**config.mk**
```make
export PLATFORM = sky130hd
export DESIGN_NAME = freq_ctl
export DESIGN_NICKNAME = d
export VERILOG_FILES = /design/src/design/freq_ctl_pkg.sv /design/src/design/freq_ctl.sv
export SDC_FILE = /design/constraint.sdc
export NUM_CORES = 1
export LEC_CHECK = 0
export BUFFER_PORTS_ARGS = -buffer_cell sky130_fd_sc_hd__buf_4
export CORE_ASPECT_RATIO = 1.2
export CORE_UTILIZATION = 30
export DETAILED_ROUTE_END_ITERATION = 10
export HOLD_SLACK_MARGIN = 0.06
export PLACE_DENSITY = 0.58
export SLEW_MARGIN = 20
export SYNTH_ARGS = -nofsm -noshare
export SYNTH_HDL_FRONTEND = slang
export SYNTH_SLANG_ARGS = --single-unit
export TNS_END_PERCENT = 20
```
**constraint.sdc**
```tcl
create_clock -name mclk_i -period 29.1 [get_ports mclk_i]
set_input_delay 8.73 -clock mclk_i [delete_from_list [all_inputs] [get_ports mclk_i]]
set_output_delay 8.73 -clock mclk_i [all_outputs]
set_load 0.01 [all_outputs]
```
**src/design/freq_ctl_pkg.sv**
```systemverilog
// Register map, field layout and timing constants of the frequency control
package freq_ctl_pkg;
    // Register offsets
    localparam logic [6:0] ADDR_AFC_LOOP_CONTROL = 7'h1d;
    localparam logic [6:0] ADDR_OP_MODE          = 7'h07;
    localparam logic [6:0] ADDR_MOD_CONTROL_TWO  = 7'h71;
    localparam logic [6:0] ADDR_DEVIATION_LOW    = 7'h72;
    localparam logic [6:0] ADDR_OFFSET_LOW       = 7'h73;
    localparam logic [6:0] ADDR_OFFSET_HIGH      = 7'h74;
    localparam logic [6:0] ADDR_BAND_SELECT      = 7'h75;
    localparam logic [6:0] ADDR_HOP_CHANNEL      = 7'h79;
    localparam logic [6:0] ADDR_HOP_STEP         = 7'h7a;
    localparam logic [6:0] ADDR_FIFO_ACCESS      = 7'h7f;
    // Reset values
    localparam logic [7:0] RST_AFC_LOOP_CONTROL  = 8'h40;
    localparam logic [7:0] RST_MOD_CONTROL_TWO   = 8'h00;
    localparam logic [7:0] RST_DEVIATION_LOW     = 8'h43;
    localparam logic [7:0] RST_OFFSET            = 8'h00;
    localparam logic [7:0] RST_BAND_SELECT       = 8'h35;
    localparam logic [7:0] RST_OP_MODE           = 8'h01;
    localparam logic [7:0] RST_HOP               = 8'h00;
    // Field positions
    localparam int AFC_HALF_BIT   = 7;
    localparam int AFC_EN_BIT     = 6;
    localparam int GEAR_HI_LSB    = 3;
    localparam int DEV_MSB_BIT    = 2;
    localparam int HBSEL_BIT      = 5;
    localparam int RXON_BIT       = 2;
    // Frequency steps in Hz, scaled by 100 to stay integer
    localparam int DEV_STEP_CHZ   = 62500;
    localparam int OFS_STEP_CHZ   = 15625;
    localparam int HOP_STEP_CHZ   = 1000000;
    // Tune settle time and its cycle count at 100 MHz
    localparam int TUNE_TIME_NS   = 50;
    localparam int CLK_PERIOD_NS  = 10;
    localparam int TUNE_CYCLES    =
        (TUNE_TIME_NS + CLK_PERIOD_NS - 1) / CLK_PERIOD_NS;
    // Radio state machine: idle, tune, receive and transmit
    typedef enum logic [3:0] {
        ST_IDLE = 4'b0001,
        ST_TUNE = 4'b0010,
        ST_RX   = 4'b0100,
        ST_TX   = 4'b1000
    } radio_state_t;
endpackage

```
**src/design/freq_ctl.sv**
```systemverilog
// Frequency offset, deviation, hop retune and AFC control logic
`timescale 1ns/1ns
// Notes on behaviour
// - Hop register write in TX retunes
// - Deviation code steps 625 Hz any band
// - Deviation MSB in 71h, low byte 72h
// - Offset code is signed ten bits
// - Offset step 156.25 Hz, doubled high band
// - Offset span 160 kHz high, 80 low
// - Manual offset only with AFC off
// - Offset reads show AFC result when enabled
// - Preamble detect freezes AFC correction
// - Multi-packet resets AFC per packet
// - Drift beyond deviation limit resets AFC; limit is twice deviation high band
// - Half bit halves drift limit
// - Loop register bit 6 enables AFC
// - Received bytes go to FIFO access
// - Packet valid exits receive to mode
// - Only packet valid clears receive-on
// - Errors raise interrupt, no state change
// - Band bit 5 selects high band
// - Hop step unit is 10 kHz
module freq_ctl
    import freq_ctl_pkg::*;
(
    // Clock and reset
    input  wire logic               mclk_i,
    input  wire logic               srst_i,
    // Register port
    input  wire logic [6:0]         reg_addr_i,
    input  wire logic               reg_wr_i,
    input  wire logic               reg_rd_i,
    input  wire logic [7:0]         reg_wdata_i,
    output logic      [7:0]         reg_rdata_o,
    // Modem events
    input  wire logic               afc_valid_i,
    input  wire logic signed [9:0]  afc_step_i,
    input  wire logic               preamble_det_i,
    input  wire logic               packet_end_i,
    input  wire logic               multi_packet_i,
    input  wire logic               packet_valid_i,
    input  wire logic               packet_error_i,
    input  wire logic               tx_active_i,
    input  wire logic [7:0]         fifo_rdata_i,
    // Synthesizer and modem controls
    output logic signed [9:0]       lo_offset_code_o,
    output logic signed [24:0]      lo_offset_chz_o,
    output logic [8:0]              deviation_code_o,
    output logic [25:0]             deviation_chz_o,
    output logic [25:0]             hop_chz_o,
    output logic                    high_band_o,
    output logic [2:0]              gear_high_o,
    output logic [2:0]              gear_low_o,
    output logic                    afc_enable_o,
    output logic                    afc_frozen_o,
    output logic                    tune_o,
    output logic                    rx_on_o,
    output logic                    fifo_rd_o,
    output logic                    error_irq_o
);
    ////////////////////////////////////////////////////////////////////
    typedef struct packed {
        // Host-visible registers
        logic [7:0]        afc_loop_control;
        logic [7:0]        mod_control_two;
        logic [7:0]        deviation_low;
        logic [7:0]        offset_low;
        logic [7:0]        offset_high;
        logic [7:0]        band_select;
        logic [7:0]        op_mode;
        logic [7:0]        hop_channel;
        logic [7:0]        hop_step;
        // AFC loop
        logic signed [9:0] afc_value;
        logic              frozen;
        // Radio sequencing
        radio_state_t      state;
        logic [3:0]        tune_cnt;
        // Registered bus and event outputs
        logic [7:0]        rdata;
        logic              err_irq;
    } state_t;

    state_t st;
    state_t next_st;

    logic signed [9:0]  manual_code;
    logic signed [10:0] afc_sum;
    logic [10:0]        afc_mag;
    logic [11:0]        drift_lim;
    logic               hb;
    logic               afc_on;
    logic               wr_hop;
    logic               afc_reset_pkt;
    logic               afc_update;

    ////////////////////////////////////////////////////////////////////
    // Elaboration checks on the timing and field constants
    // Tune counter is four bits, so the settle count must fit in it
    if (TUNE_CYCLES < 1 || TUNE_CYCLES > 15) begin : g_bad_tune
        $error("tune cycle count out of counter range");
    end
    // Field positions must stay inside their eight-bit registers
    if (AFC_HALF_BIT > 7 || AFC_EN_BIT > 7 || HBSEL_BIT > 7 ||
        RXON_BIT > 7 || DEV_MSB_BIT > 7) begin : g_bad_field
        $error("register field position outside the byte");
    end
    // Gear fields must not overlap the enable and halving bits
    if (GEAR_HI_LSB + 3 > AFC_EN_BIT) begin : g_bad_gear
        $error("gear field overlaps the enable bit");
    end
    // Offset step must keep the widest code inside the output port
    if (OFS_STEP_CHZ * 1024 >= (1 << 24)) begin : g_bad_step
        $error("offset step too large for the output width");
    end

    always_comb begin
        manual_code = {st.offset_high[1:0], st.offset_low};
        hb          = st.band_select[HBSEL_BIT];
        afc_on      = st.afc_loop_control[AFC_EN_BIT];
        // Wide sum so a full-scale step cannot wrap before the test
        afc_sum     = 11'(st.afc_value) + 11'(afc_step_i);
        // Magnitude for the symmetric drift test
        afc_mag     = afc_sum[10] ? 11'(-afc_sum) : afc_sum;
        // Limit in offset units: deviation is 4 offset steps low band
        drift_lim   = {1'b0, st.mod_control_two[DEV_MSB_BIT],
                       st.deviation_low, 2'b00};
        if (!hb) begin
            drift_lim = drift_lim;
        end else begin
            // High band keeps the low band count, so the limit spans twice the deviation
            drift_lim = drift_lim;
        end
        if (st.afc_loop_control[AFC_HALF_BIT]) begin
            drift_lim = drift_lim >> 1;
        end
        wr_hop = reg_wr_i && (reg_addr_i == ADDR_HOP_CHANNEL ||
                              reg_addr_i == ADDR_HOP_STEP);
        // Multi-packet mode restarts acquisition at every packet end
        afc_reset_pkt = multi_packet_i && packet_end_i;
        // Loop follows the modem only while receiving and unfrozen
        afc_update = afc_valid_i && !st.frozen && st.state == ST_RX;
    end

    ////////////////////////////////////////////////////////////////////
    always_comb begin
        next_st = st;
        // Register writes land on the strobe edge
        // Reserved offset bits are dropped here so they read zero
        // Writes to unmapped addresses are ignored
        if (reg_wr_i) begin
            unique case (reg_addr_i)
                ADDR_AFC_LOOP_CONTROL: next_st.afc_loop_control = reg_wdata_i;
                ADDR_MOD_CONTROL_TWO:  next_st.mod_control_two = reg_wdata_i;
                ADDR_DEVIATION_LOW:    next_st.deviation_low = reg_wdata_i;
                ADDR_OFFSET_LOW:       next_st.offset_low = reg_wdata_i;
                ADDR_OFFSET_HIGH:
                    next_st.offset_high = {6'h0_0, reg_wdata_i[1:0]};
                ADDR_BAND_SELECT:      next_st.band_select = reg_wdata_i;
                ADDR_OP_MODE:          next_st.op_mode = reg_wdata_i;
                ADDR_HOP_CHANNEL:      next_st.hop_channel = reg_wdata_i;
                ADDR_HOP_STEP:         next_st.hop_step = reg_wdata_i;
                default: ;
            endcase
        end
        // AFC loop: freeze on preamble, reset per packet or on drift
        if (!afc_on) begin
            next_st.afc_value = '0;
            next_st.frozen    = 1'b0;
        end else if (afc_reset_pkt) begin
            next_st.afc_value = '0;
            next_st.frozen    = 1'b0;
        end else if (preamble_det_i) begin
            next_st.frozen    = 1'b1;
        end else if (afc_update) begin
            if ({1'b0, afc_mag} > drift_lim) begin
                next_st.afc_value = '0;
            end else begin
                next_st.afc_value = afc_sum[9:0];
            end
        end
        // Error events only flag; the host decides what follows
        next_st.err_irq = packet_error_i;
        // Radio state
        // Receive start and a hop write while sending pass the tune countdown first
        unique case (st.state)
            ST_IDLE: begin
                // Receive request wins over a transmit start
                if (st.op_mode[RXON_BIT]) begin
                    next_st.state    = ST_TUNE;
                    next_st.tune_cnt = 4'(TUNE_CYCLES);
                end else if (tx_active_i) begin
                    next_st.state = ST_TX;
                end
            end
            ST_TUNE: begin
                // Settle, then resume whichever mode is asked
                if (st.tune_cnt > 4'h1) begin
                    next_st.tune_cnt = st.tune_cnt - 4'h1;
                end else if (tx_active_i) begin
                    next_st.state = ST_TX;
                end else if (st.op_mode[RXON_BIT]) begin
                    next_st.state = ST_RX;
                end else begin
                    next_st.state = ST_IDLE;
                end
            end
            ST_RX: begin
                // Only a valid packet ends receive by itself
                if (packet_valid_i) begin
                    // Clear-wins: hardware clear beats a host write here
                    next_st.op_mode[RXON_BIT] = 1'b0;
                    next_st.state = ST_IDLE;
                end else if (!st.op_mode[RXON_BIT]) begin
                    next_st.state = ST_IDLE;
                end
            end
            ST_TX: begin
                // A hop write while sending retunes with no command
                if (wr_hop) begin
                    next_st.state    = ST_TUNE;
                    next_st.tune_cnt = 4'(TUNE_CYCLES);
                end else if (!tx_active_i) begin
                    next_st.state = ST_IDLE;
                end
            end
            default: next_st.state = ST_IDLE;
        endcase
        // Read data stands one cycle after the strobe, then zero
        // Unmapped addresses read zero
        next_st.rdata = 8'h0_0;
        if (reg_rd_i) begin
            unique case (reg_addr_i)
                ADDR_AFC_LOOP_CONTROL: next_st.rdata = st.afc_loop_control;
                ADDR_MOD_CONTROL_TWO:  next_st.rdata = st.mod_control_two;
                ADDR_DEVIATION_LOW:    next_st.rdata = st.deviation_low;
                // Loop result while AFC runs, top two bits in high byte
                ADDR_OFFSET_LOW:
                    next_st.rdata = afc_on ? st.afc_value[7:0]
                                           : st.offset_low;
                ADDR_OFFSET_HIGH:
                    next_st.rdata = afc_on ? {6'h0_0, st.afc_value[9:8]}
                                           : st.offset_high;
                ADDR_BAND_SELECT:      next_st.rdata = st.band_select;
                ADDR_OP_MODE:          next_st.rdata = st.op_mode;
                ADDR_HOP_CHANNEL:      next_st.rdata = st.hop_channel;
                ADDR_HOP_STEP:         next_st.rdata = st.hop_step;
                ADDR_FIFO_ACCESS:      next_st.rdata = fifo_rdata_i;
                default:               next_st.rdata = 8'h0_0;
            endcase
        end
        // Reset last so it overrides every update above
        if (srst_i) begin
            next_st = '0;
            next_st.afc_loop_control = RST_AFC_LOOP_CONTROL;
            next_st.mod_control_two  = RST_MOD_CONTROL_TWO;
            next_st.deviation_low    = RST_DEVIATION_LOW;
            next_st.offset_low       = RST_OFFSET;
            next_st.offset_high      = RST_OFFSET;
            next_st.band_select      = RST_BAND_SELECT;
            next_st.op_mode          = RST_OP_MODE;
            next_st.hop_channel      = RST_HOP;
            next_st.hop_step         = RST_HOP;
            next_st.state            = ST_IDLE;
        end
    end

    always_ff @(posedge mclk_i) begin
        st <= next_st;
    end

    ////////////////////////////////////////////////////////////////////
    // Synthesizer outputs; frequencies in centihertz
    logic signed [9:0]  lo_code;
    logic signed [24:0] lo_chz_low;
    logic signed [24:0] lo_chz;
    always_comb begin
        lo_code    = afc_on ? st.afc_value : manual_code;
        // Low band unit first; high band doubles each unit
        lo_chz_low = 25'(lo_code) * 25'(OFS_STEP_CHZ);
        if (hb) begin
            lo_chz = lo_chz_low <<< 1;
        end else begin
            lo_chz = lo_chz_low;
        end
    end
    // Ten signed bits give +-512 steps: 80 kHz low, 160 kHz high
    assign lo_offset_code_o = lo_code;
    assign lo_offset_chz_o  = lo_chz;
    assign deviation_code_o = {st.mod_control_two[DEV_MSB_BIT],
                               st.deviation_low};
    assign deviation_chz_o  = 26'(deviation_code_o) *
                              26'(DEV_STEP_CHZ);
    // Product wraps for large codes; the host keeps it in range
    assign hop_chz_o        = 26'(st.hop_channel) * 26'(st.hop_step) *
                              26'(HOP_STEP_CHZ);
    assign high_band_o      = hb;
    assign gear_high_o      = st.afc_loop_control[5:3];
    assign gear_low_o       = st.afc_loop_control[2:0];
    assign afc_enable_o     = afc_on;
    assign afc_frozen_o     = st.frozen;
    assign tune_o           = st.state == ST_TUNE;
    assign rx_on_o          = st.state == ST_RX;
    assign fifo_rd_o        = reg_rd_i && reg_addr_i == ADDR_FIFO_ACCESS;
    assign error_irq_o      = st.err_irq;
    assign reg_rdata_o      = st.rdata;
endmodule // freq_ctl

```
==> results of run 1 <==
[flip-flops by register name, indices dropped and copies added, names as in the netlist]
signal and count:
gear_low_o 3, high_band_o 1, error_irq_o 1, deviation_code_o 9
afc_enable_o 1, manual_code 10, st 57, reg_rdata_o 8
afc_frozen_o 1, gear_high_o 3
[routing by layer]
layer,vias to the layer above,GRT usage [%],wire (um)
met1,5321,18.1,14900
met3,45,2.67,1820
met4,0,5.50,1010
li1,5513,-,-
met5,-,0,0
met2,247,28.6,18200
[placed cells by master (no fill, tap or decap), types with 11 or more instances in the layout]
master	n
nor2_1	59
dfxtp_1	94
xnor2_1	62
nor2b_1	12
and3_1	11
a31oi_1	19
inv_1	228
o21a_1	11
xor2_1	23
and2_1	54
a22o_1	12
nor3_1	22
mux2_2	11
nand3_1	47
nand2_1	174
fa_1	119
buf_4	161
mux2i_1	27
ha_1	246
a21oi_1	96
a22oi_1	19
a21o_1	18
nand2b_1	11
a211oi_1	13
o21ai_0	27
[logic make-up after synthesis]
logic type | Yosys count | synth area share [%]
other | 1 | 0.0274
adder cells (fa/ha/maj) | 365 | 39.8
AND/OR/NAND/NOR | 431 | 15.1
flip-flops | 94 | 13.7
XOR/XNOR | 86 | 5.59
multiplexers | 38 | 2.87
buffers and inverters | 317 | 9.70
AO/OA/AOI/OAI | 273 | 13.1
[worst paths after layout]
check                        end  slack (ns)  cells after the start
max                    fifo_rd_o       10.64                      6
min          st[48]$_SDFFE_PP0P_        0.45                      2
max reg2reg  st[25]$_SDFFE_PP0P_       24.59                     19
min reg2reg  st[48]$_SDFFE_PP0P_        0.45                      2
[cell type report]
type	instances	area, um2
fillers	4637	29400
multi-input cells	1202	10500
inverters	230	863
repair buffers	161	1210
clock buffers	9	225
flip-flops and latches	94	1880
clock inverters	7	86.3
well taps	609	762
[tightest hold or removal path, cell delays in order, from the launching register on]
cell     delay [ns]
dfxtp_1        0.31
nand2_1        0.05
a21oi_1        0.05
[where the power goes]
part           switching, W  internal, W  total [W]
sequential       0.00000132     0.000129   0.000131
combinational     0.0000205    0.0000147  0.0000353
clock             0.0000623    0.0000618   0.000124
total             0.0000841     0.000206   0.000290
[synth_stat cells (all sizes together) (3+ instances only)]
| library cell | n |
|---|---|
| a211o | 3 |
| a211oi | 13 |
| a21boi | 4 |
| a21o | 18 |
| a21oi | 97 |
| a221oi | 7 |
| a22o | 13 |
| a22oi | 19 |
| a31o | 3 |
| a31oi | 20 |
| and2 | 54 |
| and3 | 11 |
| buf | 44 |
| clkbuf | 43 |
| dfxtp | 94 |
| fa | 119 |
| ha | 246 |
| inv | 228 |
| mux2 | 11 |
| mux2i | 27 |
| nand2 | 174 |
| nand2b | 11 |
| nand3 | 47 |
| nand3b | 5 |
| nand4 | 3 |
| nor2 | 59 |
| nor2b | 12 |
| nor3 | 24 |
| nor4 | 7 |
| nor4b | 4 |
| o211ai | 7 |
| o21a | 11 |
| o21ai | 31 |
| o21bai | 8 |
| o41ai | 3 |
| or2 | 8 |
| or3 | 5 |
| or4 | 3 |
| xnor2 | 62 |
| xor2 | 23 |
[stage by stage]
stage / std cells / cell area (um2) / setup WS, ns / hold slack [ns] / total power [W]
3_3_place_gp: 2296 / 15300 / 10.66 / 0.439 / 0.000168
3_5_place_dp: 2296 / 15300 / 10.64 / 0.445 / 0.000169
5_1_grt: 2312 / 15600 / 10.50 / 0.473 / 0.000301
4_1_cts: 2312 / 15600 / 10.63 / 0.456 / 0.000294
6_report: 2312 / 15600 / 10.64 / 0.454 / 0.000290
2_1_floorplan: 1613 / 13700 / 10.70 / 0.431 / 0.000156
==> results.cfg, run 1 <==
[placed_design]
dp_hpwl_mm = 29.4
portBuffers = 151
place_congestion = 0.851

[drt]
vias_per_cell = 4.81
dr.pass1.iters = 5
vias = 11100
routed_wl_mm = 35.9
post_drt_wl_per_cell_um = 15.5
drt-initial-drc-count = 408
ant_nets = 0
drc = 0

[grt]
grt_pass1_vias = 11200
overflow = 0
grt_max_degree = 70
antenna_found_initial = 0
grt_pass1_wl_mm = 57.9
grt_usage_pct = 15.7

[timing]
period_share_pct = 63.4
setup_tns_ns = 0
tightest_slew_ns = 1.05
slew_headroom_pct = 29.6
finalClockSkew_ns = 0.0125
finalSetupViolCount = 0
max_clock_freq_mhz = 54.2
rsz0062_at_grt = false
period_minus_slack_ns = 18.46
final_hold_viol_count = 0
drv_slew = 0

[synthesis]
yosysSeqAreaShare_pct = 13.7
synth_area_leaders = ha_1 22%, fa_1 17%, dfxtp_1 14%, inv_1 6.2%, nand2_1 4.8%
yosysWarnings = 0
netlist_instances = 1605
synth_ff_type = dfxtp_1
synth_edf_count = 0
post-synth-top-area-cell = ha_1
syn_area_um2 = 13700
synth.top_cell.area_share_pct = 22.4
synthArstFlopShare_pct = 0
syn_avg_cell_area_um2 = 8.54
synth_cell_types = 71
synth_seq_cells = 94

[critical_path]
cp-startpoint = reg_addr_i[0]
cp_common_cell = buf_4
crit_slowest_cell = buf_4
rr_startpoint = st[18]$_SDFFE_PP0P_
cp-start-kind = input port
crit_type = in -> out
crit_chain = buf_4 -> nand2_1 -> nor3_1 -> buf_4 -> and2_1 -> buf_4
cp-end-kind = output port
critPathTopFamily = buffers and inverters
critPathArrivalTime_ns = 9.73
worstPathMaxFanout = 13
cp_slowest_stage_delay_ns = 0.22
path_buf_inv = 3
worst_ep_required_time_ns = 20.37

[finish]
utilization_pct = 34.6
area_growth_pct = 13.5
n_antenna_cell = 0
drive_above_1_share_pct = 12.3
final_nets = 2107

[floorplan]
initial_core_util_pct = 30.5
die_x_um = 197
row_count = 85
die_h_um = 236
pin_count = 161
core_region_area_um2 = 45000
die_area_um2 = 46600

[flow_run]
drv_cap = 0

[power_and_ir_drop]
leakage_nw = 8.07
vdd.ir_drop.worst_mv = 0.0249
p_per_area_nw_per_um2 = 18.6

[clocking]
clkTransAtPathRegs_ns = 0.07
numCtsBuffers = 9
cts_max_level = 3
cts.repair.resized = 0
cts_tree = yes
root_buffer = clkbuf_16
post_cts_buffers = 0
cts_sinks = 94
clockBufferDepth = 2
postCtsHoldBufs = 0
insertion_delay_ns = 0.37

[min_path]
worstHoldStart = st[48]$_SDFFE_PP0P_
hp-class = reg -> reg

[outcome]
status = finished clean
Note: power is estimated with default switching activity, not from simulation.
==> run 2, diff against run 1 <==
PLACE_DENSITY = 0.59   (was 0.58)
clock period = 16.4 ns   (was 29.1 ns; I/O delays follow)
==> run 2 against run 1 <==
Effect of this change: core utilization about the same; clock power up 82%; non-clock buffer count down 3; die area unchanged; sequential power up 77%; highest routed layer is now met5.
==> results.cfg, run 2 (synthesized netlist as in run 1, its figures left out) <==
[outcome]
status = finished clean

[grt]
grt_pass1_wl_mm = 58.2
grt_max_degree = 70
grt_usage_pct = 15.6
grt_pass1_vias = 11500
antenna_found_initial = 5
overflow = 0

[clocking]
postCtsHoldBufs = 0
root_buffer = clkbuf_16
cts_tree = yes
clockBufferDepth = 2
cts_max_level = 3
cts_sinks = 94
cts.repair.resized = 0
post_cts_buffers = 0
numCtsBuffers = 9
insertion_delay_ns = 0.37
clkTransAtPathRegs_ns = 0.08

[finish]
layout_commonest_cell = ha_1
final_nets = 2104
drive_above_1_share_pct = 12.1
final_cell_mix = 246 x ha_1, 228 x inv_1, 174 x nand2_1, 158 x buf_4, 119 x fa_1
largest_reg_flops = 57
area_growth_pct = 13.5
top_register = st

[timing]
period_minus_slack_ns = 13.71
finalClockSkew_ns = 0.00908
max_clock_freq_mhz = 72.9
timing.hold.ws_ns = 0.454
setup_tns_ns = 0
drv_slew = 0
finalSetupViolCount = 0
rsz0062_at_grt = false
tightest_slew_ns = 0.991
final_hold_viol_count = 0
period_share_pct = 83.6
slew_headroom_pct = 33.7

[critical_path]
cp-end-kind = output port
crit_slowest_cell = a211oi_1
rr_startpoint = st[18]$_SDFFE_PP0P_
worstPathMaxFanout = 10
cp_common_cell = fa_1
r2r_slack_ns = 11.92
cp_slowest_stage_delay_ns = 0.70
r2r_end = st[25]$_SDFFE_PP0P_
critPathArrivalTime_ns = 8.79
crit_type = reg -> out
worst_ep_required_time_ns = 11.48
cp-start-kind = flop
rr_worst_depth = 19

[drt]
drc = 0
dr.pass1.iters = 5
routed_wl_mm = 35.8
ant_nets = 0
drt-initial-drc-count = 416
post_drt_wl_per_cell_um = 15.5
vias_per_cell = 4.84
vias = 11200

[floorplan]
row_count = 85
die_x_um = 197
initial_core_util_pct = 30.5
die_h_um = 236
pin_count = 161
core_region_area_um2 = 45000
die_area_um2 = 46600

[min_path]
worstHoldStart = st[50]$_SDFFE_PP0P_
whs_endpoint = st[50]$_SDFFE_PP0P_
hold_depth = 2
hp-class = reg -> reg

[power_and_ir_drop]
p_per_area_nw_per_um2 = 33.4
vdd.ir_drop.worst_mv = 0.0441
leakage_nw = 8.05

[placed_design]
dp_hpwl_mm = 29.2
portBuffers = 151
place_congestion = 0.862

[flow_run]
drv_cap = 0
run 2: cell count changes in the layout (fill, tap and decap cells not counted), sizes merged:
cell,previous run,this run
clkinvlp,0,1
bufinv,0,1
clkinv,5,4
buf,161,158
inv,232,231
diode,0,3
run 2: worst max-delay path by stage:
stage / startpoint / endpoint / slack (ns) / cells after the start
2_1_floorplan: st[37]$_SDFFE_PP0P_ / hop_chz_o[25] / 3.66 / 28
3_3_place_gp: st[35]$_SDFFE_PP0P_ / hop_chz_o[25] / 3.23 / 29
3_5_place_dp: st[35]$_SDFFE_PP0P_ / hop_chz_o[25] / 3.07 / 29
4_1_cts: st[35]$_SDFFE_PP0P_ / hop_chz_o[25] / 2.65 / 29
5_1_grt: st[32]$_SDFFE_PP0P_ / hop_chz_o[25] / 2.27 / 29
6_report: st[35]$_SDFFE_PP0P_ / hop_chz_o[25] / 2.69 / 29
run 2: routing by layer:
layer | vias to the layer above | GRT usage [%] | part of all wire, %
li1 | 5526 | - | -
met1 | 5349 | 17.6 | 41
met2 | 243 | 27.4 | 49
met3 | 63 | 4.02 | 6.5
met4 | 4 | 7.19 | 3.9
met5 | - | 0 | 0.056
run 2: layout make-up:
cell class / instances / area, um2
fillers: 4702 / 29400
repair buffers: 158 / 1190
clock buffers: 9 / 225
clock inverters: 7 / 91.3
diodes: 3 / 7.51
well taps: 609 / 762
flip-flops and latches: 94 / 1880
multi-input cells: 1202 / 10500
inverters: 230 / 863
run 2: per-stage QoR:
| step | util (%) | setup slack (ns) | total power [W] | cell area [um2] | instances |
|---|---|---|---|---|---|
| floorplan | - | 3.66 | 0.000277 | 13700 | 1613 |
| global placement | 33.9 | 3.23 | 0.000298 | 15200 | 2293 |
| detailed placement | 33.9 | 3.07 | 0.000299 | 15200 | 2293 |
| CTS | 34.6 | 2.65 | 0.000526 | 15500 | 2309 |
| global route | 34.6 | 2.27 | 0.000539 | 15600 | 2311 |
| finish | 34.6 | 2.69 | 0.000519 | 15600 | 2312 |
run 2: worst max-delay path, delay by kind of cell (launching register included):
kind / cells / cell delay [ns]
compound gates: 3 / 0.95
xor+xnor: 8 / 1.58
simple gates: 1 / 0.14
buf+inv: 6 / 0.39
fa+ha+maj: 11 / 4.83
flops: 1 / 0.52
run 2: power breakdown:
group | total, W | switching [W] | internal, W
combinational | 0.0000615 | 0.0000355 | 0.0000260
sequential | 0.000232 | 0.00000229 | 0.000230
clock | 0.000226 | 0.000104 | 0.000122
==> run 3, diff against run 2 <==
ABC_AREA = 1   (was default)
PLACE_DENSITY = 0.57   (was 0.59)
clock period = 12.83 ns   (was 16.4 ns; I/O delays follow)
==> run 3 against run 2 <==
Effect of this change: count of clock-buffer cells in the layout grew 1; cell area rose by 6.1%; sequential cell count stayed put; combinational power rose by 130%; final cell count rose by 19%; routed wire length increased by 15%; non-clock buffer count is 4 lower; die area up 6.9%; first-iteration DRC count increased by 69%; synthesized cell count rose by 26%; critical endpoint unchanged; largest power group unchanged.
==> results.cfg, run 3 <==
[floorplan]
row_count = 88
pin_count = 161
die_h_um = 244
initial_core_util_pct = 30.5
die_x_um = 204
core_region_area_um2 = 48100
die_area_um2 = 49800

[clocking]
numCtsBuffers = 9
cts_max_level = 3
cts.repair.resized = 0
cts_sinks = 94
cts_tree = yes
root_buffer = clkbuf_16
post_cts_buffers = 0
postCtsHoldBufs = 0
insertion_delay_ns = 0.36
clockBufferDepth = 2
clkTransAtPathRegs_ns = 0.07

[power_and_ir_drop]
p_clk_share_pct = 38.9
p_comb_share_pct = 19.5
vdd.ir_drop.worst_mv = 0.0444
leakage_nw = 9.38
p_sw_w = 0.000223
p_sw_share_pct = 30.5
seqPwrFrac_pct = 41.6
p_per_area_nw_per_um2 = 44.4
internal-power_w = 0.000509

[critical_path]
critPathTopFamily = adder cells
cp-startpoint = st[36]$_SDFFE_PP0P_
r2r_slack_ns = 9.40
worstSetupEndpoint = hop_chz_o[25]
crit_cells = 34
rr_startpoint = st[18]$_SDFFE_PP0P_
r2r_end = st[18]$_SDFFE_PP0P_
critPathArrivalTime_ns = 8.27
cp_slowest_stage_delay_ns = 0.55
crit_slowest_cell = fa_1
crit_type = reg -> out
cp-start-kind = flop
worstPathMaxFanout = 9
path_buf_inv = 8
rr_worst_depth = 19
cp-end-kind = output port
worst_ep_required_time_ns = 8.98

[grt]
grt_usage_pct = 17.0
overflow = 0
antenna_found_initial = 0
grt_max_degree = 30
grt_pass1_vias = 13500
grt_pass1_wl_mm = 68.2

[timing]
max_clock_freq_mhz = 82.5
finalClockSkew_ns = 0.0115
final_hold_viol_count = 0
drv_slew = 0
period_minus_slack_ns = 12.12
rsz0062_at_grt = false
tightest_slew_ns = 1.05
period_share_pct = 94.5
setup_tns_ns = 0
slew_headroom_pct = 29.0
finalSetupViolCount = 0

[synthesis]
synth_cell_types = 51
synth_ff_type = dfxtp_1
synth_area_leaders = ha_1 21%, fa_1 16%, dfxtp_1 13%, inv_1 11%, nand2_1 9.7%
syn_area_um2 = 14700
synth_seq_cells = 94
synth_common_cells = 431 x inv_1, 380 x nand2_1, 246 x ha_1
yosysWarnings = 0
synth.top_cell.area_share_pct = 21.0
syn_avg_cell_area_um2 = 7.26
post-synth-top-area-cell = ha_1
synth.most_common_cell = inv_1
synth_edf_count = 0
yosysSeqAreaShare_pct = 12.8
netlist_instances = 2018
synthArstFlopShare_pct = 0

[placed_design]
dp_hpwl_mm = 34.8
portBuffers = 151
place_congestion = 0.870
dpl_cell_area_um2 = 16200

[finish]
largest_reg_flops = 57
fillerInstances = 5169
fin_area_um2 = 16500
n_antenna_cell = 0
multi_input_area_um2 = 10700
drive_above_1_share_pct = 10.3
layout_commonest_cell = inv_1
regArea_um2 = 1880
utilization_pct = 34.3
final_nets = 2522
top_register = st
area_growth_pct = 12.5
final_cell_mix = 431 x inv_1, 380 x nand2_1, 246 x ha_1, 154 x buf_4, 127 x a21oi_1

[min_path]
hold_depth = 2
hp-class = reg -> reg
worstHoldStart = st[88]$_SDFFE_PP0P_

[drt]
vias = 13000
drt-initial-drc-count = 704
drc = 0
routed_wl_mm = 41.1
post_drt_wl_per_cell_um = 15.0
ant_nets = 0
dr.pass1.iters = 5
vias_per_cell = 4.74

[flow_run]
drv_cap = 0

[outcome]
status = finished clean
[run 3: cell types whose count changed after synthesis, moves of 27 or more]
cell     previous run  this run
xnor2_1            62        19
a21oi_1            96       127
nand2_1           174       380
o21ai_0            27        91
nand3_1            47       104
nor2_1             59       105
inv_1             228       431
mux2i_1            27         0
and2_1             54         0
[run 3: layout make-up]
| cell class | instances | share of cell area (%) |
|---|---|---|
| Clock buffer | 10 | 1.39 |
| Clock inverter | 6 | 0.455 |
| Inverter | 438 | 9.98 |
| Multi-Input combinational cell | 1416 | 65.0 |
| Sequential cell | 94 | 11.4 |
| Tap cell | 630 | 4.78 |
| Timing Repair Buffer | 154 | 7.01 |
[run 3: cell families (layout without fill, tap and decap cells)]
kind of cell | count (synthesis) | after routing | share of synthesized area, %
other cells | 1 | 9 | 0.0256
compound gates | 312 | 312 | 12.3
flops | 94 | 94 | 12.8
simple gates | 670 | 670 | 19.7
buf+inv | 516 | 608 | 14.2
xor+xnor | 60 | 60 | 3.71
fa+ha+maj | 365 | 365 | 37.2
[run 3: how the worst min path moves through the flow]
stage / end / slack [ns]
6_report: st[88]$_SDFFE_PP0P_ / 0.46
5_1_grt: st[88]$_SDFFE_PP0P_ / 0.48
4_1_cts: st[88]$_SDFFE_PP0P_ / 0.45
3_5_place_dp: manual_code[9]$_SDFFE_PP0P_ / 0.44
3_3_place_gp: st[88]$_SDFFE_PP0P_ / 0.44
2_1_floorplan: manual_code[9]$_SDFFE_PP0P_ / 0.42
[run 3: worst register-to-register path: cells and delay by family, from the launching register on]
family / cells / cell delay, ns
buffers and inverters: 2 / 0.18
flip-flops: 1 / 0.33
AND/OR/NAND/NOR: 11 / 1.17
XOR/XNOR: 1 / 0.18
AO/OA/AOI/OAI: 2 / 0.50
adder cells (fa/ha/maj): 3 / 1.01
[run 3: power groups by stage]
| stage | registers [W] | logic (W) | clock network [W] |
|---|---|---|---|
| 2_1_floorplan | 0.000310 | 0.0000990 | 0 |
| 3_3_place_gp | 0.000311 | 0.000140 | 0 |
| 4_1_cts | 0.000305 | 0.000144 | 0.000289 |
| 3_5_place_dp | 0.000311 | 0.000143 | 0 |
| 5_1_grt | 0.000306 | 0.000164 | 0.000302 |
| 6_report | 0.000305 | 0.000143 | 0.000285 |
[run 3: per-layer routing]
layer,GRT usage [%],part of all wire (%),routed length (um)
met3,2.04,3.9,1610
met4,4.29,2.1,862
met2,30.4,49,20100
met1,21.4,45,18500
met5,0,0,0
[run 3: through the flow]
stage | std cells | hold WS [ns] | total power [W] | setup slack [ns]
2_1_floorplan | 2026 | 0.424 | 0.000409 | 1.69
3_3_place_gp | 2732 | 0.436 | 0.000451 | 1.22
3_5_place_dp | 2732 | 0.442 | 0.000454 | 1.08
4_1_cts | 2748 | 0.452 | 0.000737 | 0.670
5_1_grt | 2748 | 0.480 | 0.000771 | 0.0495
6_report | 2748 | 0.455 | 0.000733 | 0.708
